**src/design/twr_consts.vh**
```
/*
  constants for the watchdog relay terminal: octet fields, register indices,
  reset values and timing. assumes inclusion by bare name from design files.
*/
`ifndef TWR_CONSTS_VH
`define TWR_CONSTS_VH

// ----------------------------------------------------------------
// control and status octet fields
// ----------------------------------------------------------------
`define TWR_BIT_REGSEL      7
`define TWR_BIT_WRITE       6
`define TWR_BIT_HEARTBEAT   0
`define TWR_BIT_ARMED       1
`define TWR_BIT_IN1         2
`define TWR_BIT_IN2         3
`define TWR_IDX_HI          5

// ----------------------------------------------------------------
// register indices
// ----------------------------------------------------------------
`define TWR_R_DIAG          6'h06
`define TWR_R_CMD           6'h07
`define TWR_R_TYPE          6'h08
`define TWR_R_FW            6'h09
`define TWR_R_MUX           6'h0a
`define TWR_R_SIGCH         6'h0b
`define TWR_R_MINLEN        6'h0c
`define TWR_R_DSTRUCT       6'h0d
`define TWR_R_ALIGN         6'h0f
`define TWR_R_HWVER         6'h10
`define TWR_R_KEY           6'h1f
`define TWR_R_FEATURE       6'h20
`define TWR_R_SUPER         6'h23
`define TWR_R_MINOFF        6'h24

// ----------------------------------------------------------------
// reset values and fixed contents
// ----------------------------------------------------------------
`define TWR_ZERO16          16'h0000
`define TWR_MUX_VAL         16'h0118
`define TWR_SIGCH_VAL       16'h0118
`define TWR_MINLEN_VAL      16'h1818
`define TWR_SUPER_RST       16'h0008
`define TWR_MINOFF_RST      16'h0064
`define TWR_UNLOCK_KEY      16'h1235

// ----------------------------------------------------------------
// timing
// ----------------------------------------------------------------
`define TWR_CLK_HZ          40000000
`define TWR_TICK_US         500
`define TWR_TICK_CYC        ((`TWR_CLK_HZ / 1000000) * `TWR_TICK_US)

`endif

```
**src/design/twr_sync2.v**
```verilog
/*
  two flip-flop synchroniser for pin levels, WIDTH bits wide.
  assumes inputs are asynchronous levels; the first stage feeds only the second.
*/
`timescale 1ns/100ps
`default_nettype none

module twr_sync2 #(
  parameter WIDTH = 2
) (
  input  wire             ref_clk,
  input  wire             rst_b,
  input  wire [WIDTH-1:0] din,
  output reg  [WIDTH-1:0] dout
);

  reg [WIDTH-1:0] meta_reg;

  // ----------------------------------------------------------------
  // two stage capture
  // ----------------------------------------------------------------
  always @(posedge ref_clk or negedge rst_b)
  begin
    if (!rst_b)
    begin
      meta_reg <= {WIDTH{1'b0}};
      dout     <= {WIDTH{1'b0}};
    end
    else
    begin
      meta_reg <= din;
      dout     <= meta_reg;
    end
  end

endmodule
`default_nettype wire

```
**src/design/twr_terminal.v**
```verilog
/*
  watchdog relay terminal core: process image exchange, register map,
  heartbeat supervision and relay hold-off.
  assumes the coupler presents control_octet/data_out with a one-cycle
  image_strobe on ref_clk; status inputs are asynchronous pins. nonvolatile
  storage is modelled as a shadow plus a commit strobe to the outside.
*/
// Behaviour
// RULE1: process data mode drives status bit 7 low.
// RULE2: status bit 1 shows watchdog armed with relays energised.
// RULE3: process data mode echoes the heartbeat bit into status bit 0.
// RULE4: status bits 3..2 carry the two status inputs, bits 6..4 zero.
// RULE5: controller sets control bit 7 to start register access.
// RULE6: controller keeps bit 7 and reserved bits low in process mode.
// RULE7: control bit 6 high means write, low means read.
// RULE8: bits 5..0 index the register; read returns it, write takes data.
// RULE9: register mode drives status bit 7 high.
// RULE10: register reply echoes the accessed index in status bits 5..0.
// RULE11: write reply equals control octet with bit 6 clear; data invalid.
// RULE12: heartbeat must toggle each supervision period or relays drop.
// RULE13: diagnostic and command registers exist, reset zero, diagnostic read-only.
// RULE14: register 8 holds a fixed read-only terminal type code.
// RULE15: register 9 holds read-only firmware version as two ASCII bytes.
// RULE16: register 16 holds hardware version, kept nonvolatile.
// RULE17: user register writes rejected unless unlock key is in register 31.
// RULE18: unlocked user writes go to working and nonvolatile copies.
// RULE19: unlock key register clears on every restart.
// RULE20: register 32 is read/write nonvolatile feature config, default zero.
// RULE21: supervision period is register 35 times 500 us, default 4 ms.
// RULE22: after a trip relays stay off for register 36 times 500 us.
// RULE23: reserved indices read zero and ignore writes.
`timescale 1ns/100ps
`default_nettype none
`include "twr_consts.vh"

module twr_terminal #(
  parameter TICK_CYC  = `TWR_TICK_CYC,
  parameter TYPE_CODE = 16'h5a5a,   // arbitrary identity value
  parameter FW_ASCII  = 16'h3030,   // arbitrary firmware text
  parameter HW_VER    = 16'h0000
) (
  input  wire        ref_clk,
  input  wire        rst_b,
  input  wire        image_strobe,
  input  wire [7:0]  control_octet,
  input  wire [15:0] data_out,
  input  wire [1:0]  status_pins,
  output reg  [7:0]  status_octet,
  output reg  [15:0] data_in,
  output reg         relay_on,
  output reg         nv_commit,
  output reg  [5:0]  nv_index,
  output reg  [15:0] nv_data
);

  // ----------------------------------------------------------------
  // declarations
  // ----------------------------------------------------------------
  wire        tick;
  wire [1:0]  pins_sync;
  reg  [15:0] cmd_reg;
  reg  [15:0] align_reg;
  reg  [15:0] hwver_reg;
  reg  [15:0] key_reg;
  reg  [15:0] feature_reg;
  reg  [15:0] super_reg;
  reg  [15:0] minoff_reg;
  reg  [15:0] rd_next;
  reg         hb_reg;
  reg  [15:0] wd_cnt_reg;
  reg  [15:0] off_cnt_reg;
  reg  [1:0]  state_reg;
  wire        reg_mode  = control_octet[`TWR_BIT_REGSEL];     // RULE5
  wire        wr_access = control_octet[`TWR_BIT_WRITE];      // RULE7
  wire [5:0]  index     = control_octet[`TWR_IDX_HI:0];       // RULE8
  wire        unlocked  = (key_reg == `TWR_UNLOCK_KEY);
  wire        hb_edge   = image_strobe && !reg_mode &&
                          (control_octet[`TWR_BIT_HEARTBEAT] != hb_reg);

  localparam ST_IDLE  = 2'b00;
  localparam ST_ARMED = 2'b01;
  localparam ST_HOLD  = 2'b10;

  twr_tick_gen #(.TICK_CYC(TICK_CYC)) u_tick (
    .ref_clk (ref_clk),
    .rst_b   (rst_b),
    .tick    (tick)
  );

  twr_sync2 #(.WIDTH(2)) u_sync (
    .ref_clk (ref_clk),
    .rst_b   (rst_b),
    .din     (status_pins),
    .dout    (pins_sync)
  );

  // ----------------------------------------------------------------
  // register read mux
  // ----------------------------------------------------------------
  always @*
  begin
    case (index)
      `TWR_R_DIAG:    rd_next = `TWR_ZERO16;        // RULE13
      `TWR_R_CMD:     rd_next = cmd_reg;            // RULE13
      `TWR_R_TYPE:    rd_next = TYPE_CODE;          // RULE14
      `TWR_R_FW:      rd_next = FW_ASCII;           // RULE15
      `TWR_R_MUX:     rd_next = `TWR_MUX_VAL;
      `TWR_R_SIGCH:   rd_next = `TWR_SIGCH_VAL;
      `TWR_R_MINLEN:  rd_next = `TWR_MINLEN_VAL;
      `TWR_R_DSTRUCT: rd_next = `TWR_ZERO16;
      `TWR_R_ALIGN:   rd_next = align_reg;
      `TWR_R_HWVER:   rd_next = hwver_reg;          // RULE16
      `TWR_R_KEY:     rd_next = key_reg;
      `TWR_R_FEATURE: rd_next = feature_reg;        // RULE20
      `TWR_R_SUPER:   rd_next = super_reg;
      `TWR_R_MINOFF:  rd_next = minoff_reg;
      default:        rd_next = `TWR_ZERO16;        // RULE23
    endcase
  end

  // ----------------------------------------------------------------
  // register writes; user registers need the unlock key
  // ----------------------------------------------------------------
  always @(posedge ref_clk or negedge rst_b)
  begin
    if (!rst_b)
    begin
      cmd_reg     <= `TWR_ZERO16;                   // RULE13
      align_reg   <= `TWR_ZERO16;
      hwver_reg   <= HW_VER;
      key_reg     <= `TWR_ZERO16;                   // RULE19
      feature_reg <= `TWR_ZERO16;                   // RULE20
      super_reg   <= `TWR_SUPER_RST;                // RULE21
      minoff_reg  <= `TWR_MINOFF_RST;               // RULE22
      nv_commit   <= 1'b0;
      nv_index    <= 6'h00;
      nv_data     <= `TWR_ZERO16;
    end
    else
    begin
      nv_commit <= 1'b0;
      if (image_strobe && reg_mode && wr_access)
      begin
        case (index)
          `TWR_R_CMD:   cmd_reg   <= data_out;
          `TWR_R_ALIGN: align_reg <= data_out;
          `TWR_R_KEY:   key_reg   <= data_out;      // any other value re-locks
          default:      ;                           // RULE23
        endcase
        // nonvolatile user registers: only while unlocked
        if (unlocked &&                                                   // RULE17
            (index == `TWR_R_HWVER || index == `TWR_R_FEATURE ||
             index == `TWR_R_SUPER || index == `TWR_R_MINOFF))
        begin
          nv_commit <= 1'b1;                        // RULE18
          nv_index  <= index;
          nv_data   <= data_out;
          case (index)
            `TWR_R_HWVER:   hwver_reg   <= data_out; // RULE16
            `TWR_R_FEATURE: feature_reg <= data_out; // RULE20
            `TWR_R_SUPER:   super_reg   <= data_out;
            default:        minoff_reg  <= data_out;
          endcase
        end
      end
    end
  end

  // ----------------------------------------------------------------
  // status octet and input word, updated per image exchange
  // ----------------------------------------------------------------
  always @(posedge ref_clk or negedge rst_b)
  begin
    if (!rst_b)
    begin
      status_octet <= 8'h00;
      data_in      <= 16'h0000;
    end
    else if (image_strobe)
    begin
      if (reg_mode)
      begin
        // reply mirrors the control octet; write clears bit 6
        status_octet <= {1'b1, 1'b0, index};        // RULE9 RULE10 RULE11
        if (!wr_access)
          data_in <= rd_next;                       // RULE8
        // write reply: data_in left stale, documented as invalid
      end
      else
      begin
        status_octet <= {1'b0, 3'b000, pins_sync[1], pins_sync[0],   // RULE1 RULE4
                         relay_on, control_octet[`TWR_BIT_HEARTBEAT]}; // RULE2 RULE3
        data_in      <= 16'h0000;
      end
    end
  end

  // ----------------------------------------------------------------
  // heartbeat supervision and minimum off time
  // counting in 500 us ticks, so trip resolution is one tick
  // ----------------------------------------------------------------
  always @(posedge ref_clk or negedge rst_b)
  begin
    if (!rst_b)
    begin
      hb_reg      <= 1'b0;
      wd_cnt_reg  <= 16'h0000;
      off_cnt_reg <= 16'h0000;
      state_reg   <= ST_IDLE;
      relay_on    <= 1'b0;
    end
    else
    begin
      if (image_strobe && !reg_mode)
        hb_reg <= control_octet[`TWR_BIT_HEARTBEAT];
      case (state_reg)
        ST_IDLE:
        begin
          relay_on   <= 1'b0;
          wd_cnt_reg <= 16'h0000;
          if (hb_edge)
          begin
            state_reg <= ST_ARMED;
            relay_on  <= 1'b1;                      // RULE2
          end
        end
        ST_ARMED:
        begin
          if (hb_edge)
            wd_cnt_reg <= 16'h0000;                 // RULE12
          else if (tick)
          begin
            if (wd_cnt_reg + 16'h0001 >= super_reg) // RULE21
            begin
              state_reg   <= ST_HOLD;
              relay_on    <= 1'b0;                  // RULE12
              off_cnt_reg <= 16'h0000;
            end
            else
              wd_cnt_reg <= wd_cnt_reg + 16'h0001;
          end
        end
        ST_HOLD:
        begin
          relay_on <= 1'b0;
          // heartbeat edges ignored until the off time has run
          if (tick)
          begin
            if (off_cnt_reg + 16'h0001 >= minoff_reg) // RULE22
              state_reg <= ST_IDLE;
            else
              off_cnt_reg <= off_cnt_reg + 16'h0001;
          end
        end
        default:
        begin
          state_reg <= ST_IDLE;
          relay_on  <= 1'b0;
        end
      endcase
    end
  end

endmodule
`default_nettype wire

```
**src/design/twr_tick_gen.v**
```verilog
/*
  divider producing a one-cycle enable every scaling tick (500 us).
  assumes the single ref_clk domain; tick count is a parameter so that
  simulation can shorten it.
*/
`timescale 1ns/100ps
`default_nettype none
`include "twr_consts.vh"

module twr_tick_gen #(
  parameter TICK_CYC = `TWR_TICK_CYC
) (
  input  wire ref_clk,
  input  wire rst_b,
  output reg  tick
);

  reg [31:0] count_reg;

  // ----------------------------------------------------------------
  // free running divider
  // ----------------------------------------------------------------
  always @(posedge ref_clk or negedge rst_b)
  begin
    if (!rst_b)
    begin
      count_reg <= 32'h0000_0000;
      tick      <= 1'b0;
    end
    else if (count_reg >= TICK_CYC - 1)
    begin
      count_reg <= 32'h0000_0000;
      tick      <= 1'b1;
    end
    else
    begin
      count_reg <= count_reg + 32'h0000_0001;
      tick      <= 1'b0;
    end
  end

endmodule
`default_nettype wire

```
**config.mk**
```make
export PLATFORM = sky130hd
export DESIGN_NAME = twr_terminal
export DESIGN_NICKNAME = d
export VERILOG_FILES = /design/src/design/twr_sync2.v /design/src/design/twr_terminal.v /design/src/design/twr_tick_gen.v
export VERILOG_INCLUDE_DIRS = /design/src /design/src/design
export SDC_FILE = /design/constraint.sdc
export NUM_CORES = 1
export LEC_CHECK = 0
export BUFFER_PORTS_ARGS = -buffer_cell sky130_fd_sc_hd__buf_2
export CAP_MARGIN = 25
export CORE_MARGIN = 3
export CORE_UTILIZATION = 40
export DETAILED_ROUTE_END_ITERATION = 8
export HOLD_SLACK_MARGIN = 0.05
export PLACE_DENSITY_LB_ADDON = 0.08
export SLEW_MARGIN = 20
export SYNTH_ARGS = -nofsm -noshare
export SYNTH_HDL_FRONTEND = slang
export SYNTH_SLANG_ARGS = --single-unit
```
**constraint.sdc**
```tcl
create_clock -name ref_clk -period 4.2 [get_ports ref_clk]
set_input_delay 0.84 -clock ref_clk [delete_from_list [all_inputs] [get_ports ref_clk]]
set_output_delay 0.84 -clock ref_clk [all_outputs]
set_load 0.02 [all_outputs]
```
# Word-level counts from Yosys, hierarchy flattened
# Index checks and enable logic that the tools add are counted.
dict set report op_classes {
  add_sub_neg 3
  order_cmp 3
  eq_ne 26
  n_mux 30
  bitwise 1
  reduce_logical 27
}
# op count
set ops {}
lappend ops {{16-bit case mux with 11 select lines} 1}
lappend ops {{16-bit 2-to-1 mux} 10}
lappend ops {{16-bit case mux with 2 select lines} 2}
lappend ops {{6-bit by 4-bit equality test with 1-bit output (second input constant)} 6}
lappend ops {{16-bit by 1-bit adder with 16-bit output (second input constant)} 2}
lappend ops {{32-bit by 1-bit adder with 32-bit output (second input constant)} 1}
lappend ops {{16-bit >= comparator} 2}
lappend ops {{32-bit by 15-bit >= comparator with 1-bit output (second input constant)} 1}
lappend ops {{32-bit 2-to-1 mux} 1}
lappend ops {{6-bit equality test (second input constant)} 3}
lappend ops {{3-bit AND reduction} 6}
lappend ops {{16-bit by 13-bit equality test with 1-bit output (second input constant)} 1}
lappend ops {{6-bit by 5-bit equality test with 1-bit output (second input constant)} 2}
lappend ops {{2-bit 2-to-1 mux} 6}
lappend ops {{2-bit != test (second input constant)} 6}
lappend ops {{6-bit AND reduction} 2}
lappend ops {{2-bit AND reduction} 5}
lappend ops {{8-bit 2-to-1 mux} 1}
lappend ops {{1-bit 2-to-1 mux} 7}
lappend ops {{6-bit by 3-bit equality test with 1-bit output (second input constant)} 1}
lappend ops {{2-bit case mux with 3 select lines} 1}
lappend ops {{1-bit logical AND} 5}
lappend ops {{2-bit by 1-bit != test with 1-bit output (second input constant)} 2}
lappend ops {{2-bit nonzero test} 2}
lappend ops {{12 further kinds} 14}
dict set report word_totals {
  register_bits 232
  in_bits 29
  output_inout_bits 48
  elab_cells 111
}

# Longest topological paths before layout
dict set report logic_depth {
  depth_word 7
  mapped_depth 13
  mapped_depth_nobuf 12
}

# By module
# Synthesis repeated with hierarchy kept, for this count alone.
dict set report unflattened {
  cells_unflattened 976
  area_unflattened_um2 11258.3
}
# module n_inst cells_per_inst area_each_um2
set modules_own_cells {}
lappend modules_own_cells {twr_terminal 1 867 9820.7}
lappend modules_own_cells {twr_tick_gen 1 105 1337.5}
lappend modules_own_cells {twr_sync2 1 4 100.1}

# Worst setup path after synthesis
# No wires, ideal clock.
dict set report synth_path {
  path_kind {register to register}
  from {register wd_cnt_reg[0]}
  to {register off_cnt_reg[14]}
  setup_time_ns 0.079
  arrival_ns 3.435
  required_ns 4.121
  slack_ns 0.686
  path_stages_with_launch 14
  path_buffers 1
  period_less_slack_ns 3.514
  cell_sequence {dfrtp_1 and4_1 nand3_1 nor4_1 nand3_1 xnor2_1 ha_1 nand2_1 o21a_1 and2_1 and4_1 a2111oi_4 buf_6 mux2i_1}
}
dict set report synth_between {
  elab_chain_len 4
}
# element line
set synth_lines {}
lappend synth_lines {{start, declared} twr_terminal.v:70} ;# reg [15:0] wd_cnt_reg;
lappend synth_lines {{start signal, assigned} twr_terminal.v:240} ;# wd_cnt_reg <= wd_cnt_reg + 16'h0001;
lappend synth_lines {{16-bit by 1-bit adder with 16-bit output} twr_terminal.v:233} ;# if (wd_cnt_reg + 16'h0001 >= super_reg)
lappend synth_lines {{16-bit >= comparator} twr_terminal.v:233}
lappend synth_lines {{2-bit != test (no line)} n/a}
lappend synth_lines {{6-bit AND reduction (no line)} n/a}
lappend synth_lines {{end signal, assigned} twr_terminal.v:252} ;# off_cnt_reg <= off_cnt_reg + 16'h0001;
lappend synth_lines {{end, declared} twr_terminal.v:71} ;# reg [15:0] off_cnt_reg;
# Every way passes these cells.
# A chain may end at the register's enable or synchronous reset.

# Worst setup path after layout
dict set report layout_path {
  from {register off_cnt_reg[0]}
  to {register off_cnt_reg[6]}
}
dict set report layout_between {
  elab_chain_len 4
}
# element line
set layout_lines {}
lappend layout_lines {{16-bit by 1-bit adder with 16-bit output *} {twr_terminal.v:249, twr_terminal.v:252}}
lappend layout_lines {{16-bit >= comparator / 16-bit 2-to-1 mux (equally long branches)} twr_terminal.v:249} ;# if (off_cnt_reg + 16'h0001 >= minoff_reg)
lappend layout_lines {{2-bit != test (no line) / 16-bit 2-to-1 mux (equally long branches)} n/a}
lappend layout_lines {{6-bit AND reduction (no line) / 16-bit case mux with 2 select lines (equally long branches)} n/a}
# Every way passes the cells marked *; elsewhere a longest branch is shown, timed or not. The select of a mux whose other input is x is not followed.

==> results.txt <==
Run status: finished clean
Avg Vias per Cell: 5.35
Sw Ratio: 0.237
Max_cap viols: 0
Seq pwr share: 0.447
Top FF cell, synth: dfrtp_1
GP Congestion: 0.787
H-tree levels: 1
I/O Buffers: 75
Final WL: 29500 um
DRC: 0
DIE WIDTH: 173 um
CTS Buf Count: 28
Cell Pwr Density: 401 nW/um^2
EDFF count, synth: 0
Critical path endpoint category: register
Core footprint: 27200 um^2
Final Hold Viols: 0
Final ANT Viol Nets: 0
Vias in the first global route: 8166
Clk slew on worst S/H paths: 0.06 ns
Final hold slack: 0.338 ns
Clock buffer depth: 3
Req. time, crit path: 4.66 ns
Avg Inst Size Synth: 11.1 um^2
Period minus WS final: 3.65 ns
Seq/Total Area, Yosys: 0.520
Crit-path max FO: 16
FF-to-FF End: off_cnt_reg[6]
Largest net degree at the start of global routing: 109
Vias: 8020
Worst-margin pin slew: 0.953 ns
Layout cells sized above 1: 0.259
Antenna violations before repair: 0
FILL cells: 2554
Hold-fix buffers at CTS: 0
Die area: 29800 um^2
Synthesis-to-finish area growth: 17.6%
Ys async rst share: 1.00
Row count: 60
Grt ovf: 0
Lkg Pwr: 6.30 nW
Max Fclk: 274 MHz
Comb pwr share: 0.063
Setup crit start kind: register
# setup viols final: 0
# diodes: 0
Overall Global Routing Usage: 0.199
Post_cts resized: 0
Clk pwr share: 0.489
Reg2Reg Depth: 12
Synth Register Bits: 231
Routed len/inst: 19.7 um
Slew margin rel.: 0.365
Clk_lat worst skew: 0.54 ns
Root buffer cell: clkbuf_16
Data arrival, critical path: 4.11 ns
Leading area contributor after synthesis: dfrtp_1
Cell Area, Synth: 11100 um^2
Post-CTS setup buffers: 0
R2r setup slk: 0.55 ns
Synth top area share: 0.511
Top area cells in the synthesized netlist: dfrtp_1, mux2_2, ha_1
Clock skew: 0.0116 ns
Peak supply drop: 0.000270 V
Hold Crit Class: input port to async pin
Crit Path Class: register to register
CTS tree: built
Max reg flops: 32
First-pass GRT wire length: 47800 um
Total clock sinks: 231
Internal power: 4.00 mW
Top Ports: 77
Drt pass-1 iters: 5
Slew Viols, Final: 0
HPWL after detailed placement: 20800 um
Psw: 1.24 mW
Initial Util: 0.409
Die Y: 173 um
RSZ-0062 raised after global routing: no
Synth warn: 0
Synth Instances: 1001
Fin nets: 1169
Synth unique cells: 62
Setup_tns: 0 ns
Crit share post-route: 0.870
R2r startpoint: off_cnt_reg[0]
1st-iter DRT viols: 616
-- cell usage after synthesis (2+ instances only) --
library cell / count
or3_1: 3
mux2_2: 119
mux2i_1: 30
o21a_1: 3
buf_1: 5
a211oi_1: 11
a21boi_0: 3
nand2_1: 82
nor4_2: 2
nand4_1: 21
dfrtp_1: 227
ha_1: 35
buf_2: 10
nor3_1: 16
nor2b_1: 5
nand3_1: 48
a22oi_1: 12
xor2_1: 15
a31oi_1: 2
inv_1: 68
a221oi_1: 4
nand4b_1: 2
o211ai_1: 4
nor4_1: 8
nor3b_1: 2
clkbuf_1: 31
and4_1: 5
a222oi_1: 20
o21ai_0: 50
nand2b_1: 6
xnor2_1: 26
dfstp_2: 4
a21oi_1: 36
nor2_1: 44
and3_1: 10
and2_1: 3
o211a_1: 4
-- stage by stage --
step | power [mW] | instance area (um^2) | setup slack [ns] | util | cells
2_1_floorplan | 2.56 | 11200 | 0.686 | - | 1018
3_5_place_dp | 2.72 | 12100 | 0.556 | 0.444 | 1447
3_3_place_gp | 2.72 | 12100 | 0.682 | 0.444 | 1447
5_1_grt | 5.47 | 13100 | 0.0933 | 0.481 | 1499
6_report | 5.24 | 13100 | 0.545 | 0.481 | 1499
4_1_cts | 5.31 | 13100 | 0.537 | 0.481 | 1499
-- layout make-up --
type	instances	area [um^2]	area share
timing repair buffer	105	611	0.0467
multi-input combinational	671	4960	0.379
clock inverter	18	204	0.0156
tap	372	465	0.0356
clock buffer	34	795	0.0608
inverter	68	255	0.0195
sequential	231	5790	0.442
-- critical path, stage by stage, from the launching register on --
cell	delay, ns
dfrtp_1	0.41
nand3_1	0.18
nor3_1	0.57
nand2_1	0.13
xnor2_1	0.26
ha_1	0.29
a211oi_1	0.26
o211ai_1	0.14
a21oi_1	0.26
nand2_2	0.13
a2111oi_4	0.35
buf_4	0.34
mux2i_1	0.23
-- cell usage in the layout, fill, tap and decap left out, types with 3 or more instances in the layout --
master     instances
o211ai_1           4
nor2_1            44
nand4_1           21
ha_1              35
nand3_1           48
o211a_1            4
bufinv_16          4
nor2b_1            5
a21oi_1           36
and2_1             3
mux2i_1           30
nor4_1             8
xor2_1            15
or3_1              3
inv_1             68
a211oi_1          11
a21boi_0           3
nor3_1            14
conb_1            18
o21a_1             3
xnor2_1           26
buf_4             30
and3_1            10
dfstp_2            4
nand2b_1           6
a222oi_1          20
nand2_1           82
and4_1             5
buf_2             74
clkbuf_8           5
a221oi_1           4
clkinv_2          10
clkbuf_16         29
mux2_2           119
dfrtp_1          227
a22oi_1           12
o21ai_0           50
-- cell families (layout without fill, tap and decap cells) --
kind of cell | count (synthesis) | in the layout | synth area share
xor gates and xnor gates | 41 | 41 | 0.0323
buffers and inverters | 116 | 225 | 0.0413
AOI/OAI and AO/OA | 160 | 160 | 0.0975
adders and majority gates | 35 | 35 | 0.0394
other | 1 | 18 | 0.000337
DFF | 231 | 231 | 0.520
muxes | 149 | 149 | 0.147
and+or+nand+nor | 268 | 268 | 0.122
-- how the worst max path moves through the flow --
stage,slack (ns),endpoint,startpoint,depth (start not counted)
2_1_floorplan,0.69,off_cnt_reg[14],wd_cnt_reg[0],13
3_3_place_gp,0.68,off_cnt_reg[11],off_cnt_reg[0],12
3_5_place_dp,0.56,off_cnt_reg[6],off_cnt_reg[0],12
4_1_cts,0.54,off_cnt_reg[14],off_cnt_reg[0],12
5_1_grt,0.09,off_cnt_reg[6],off_cnt_reg[0],12
6_report,0.55,off_cnt_reg[6],off_cnt_reg[0],12
-- routing by layer --
| layer | wire length, um | share of wire | vias up | GRT usage |
|---|---|---|---|---|
| li1 | - | - | 3785 | - |
| met1 | 14100 | 0.48 | 4050 | 0.288 |
| met2 | 13800 | 0.47 | 162 | 0.323 |
| met3 | 1180 | 0.040 | 23 | 0.0270 |
| met4 | 440 | 0.015 | 0 | 0.0402 |
| met5 | 0 | 0 | - | 0 |
-- power by group through the flow --
stage | logic, mW | registers (mW) | clock network (mW)
floorplan | 0.177 | 2.38 | 0
global placement | 0.336 | 2.38 | 0
detailed placement | 0.337 | 2.38 | 0
CTS | 0.339 | 2.34 | 2.63
global route | 0.376 | 2.35 | 2.74
finish | 0.332 | 2.34 | 2.56
Power figures use the tool's default switching activity.
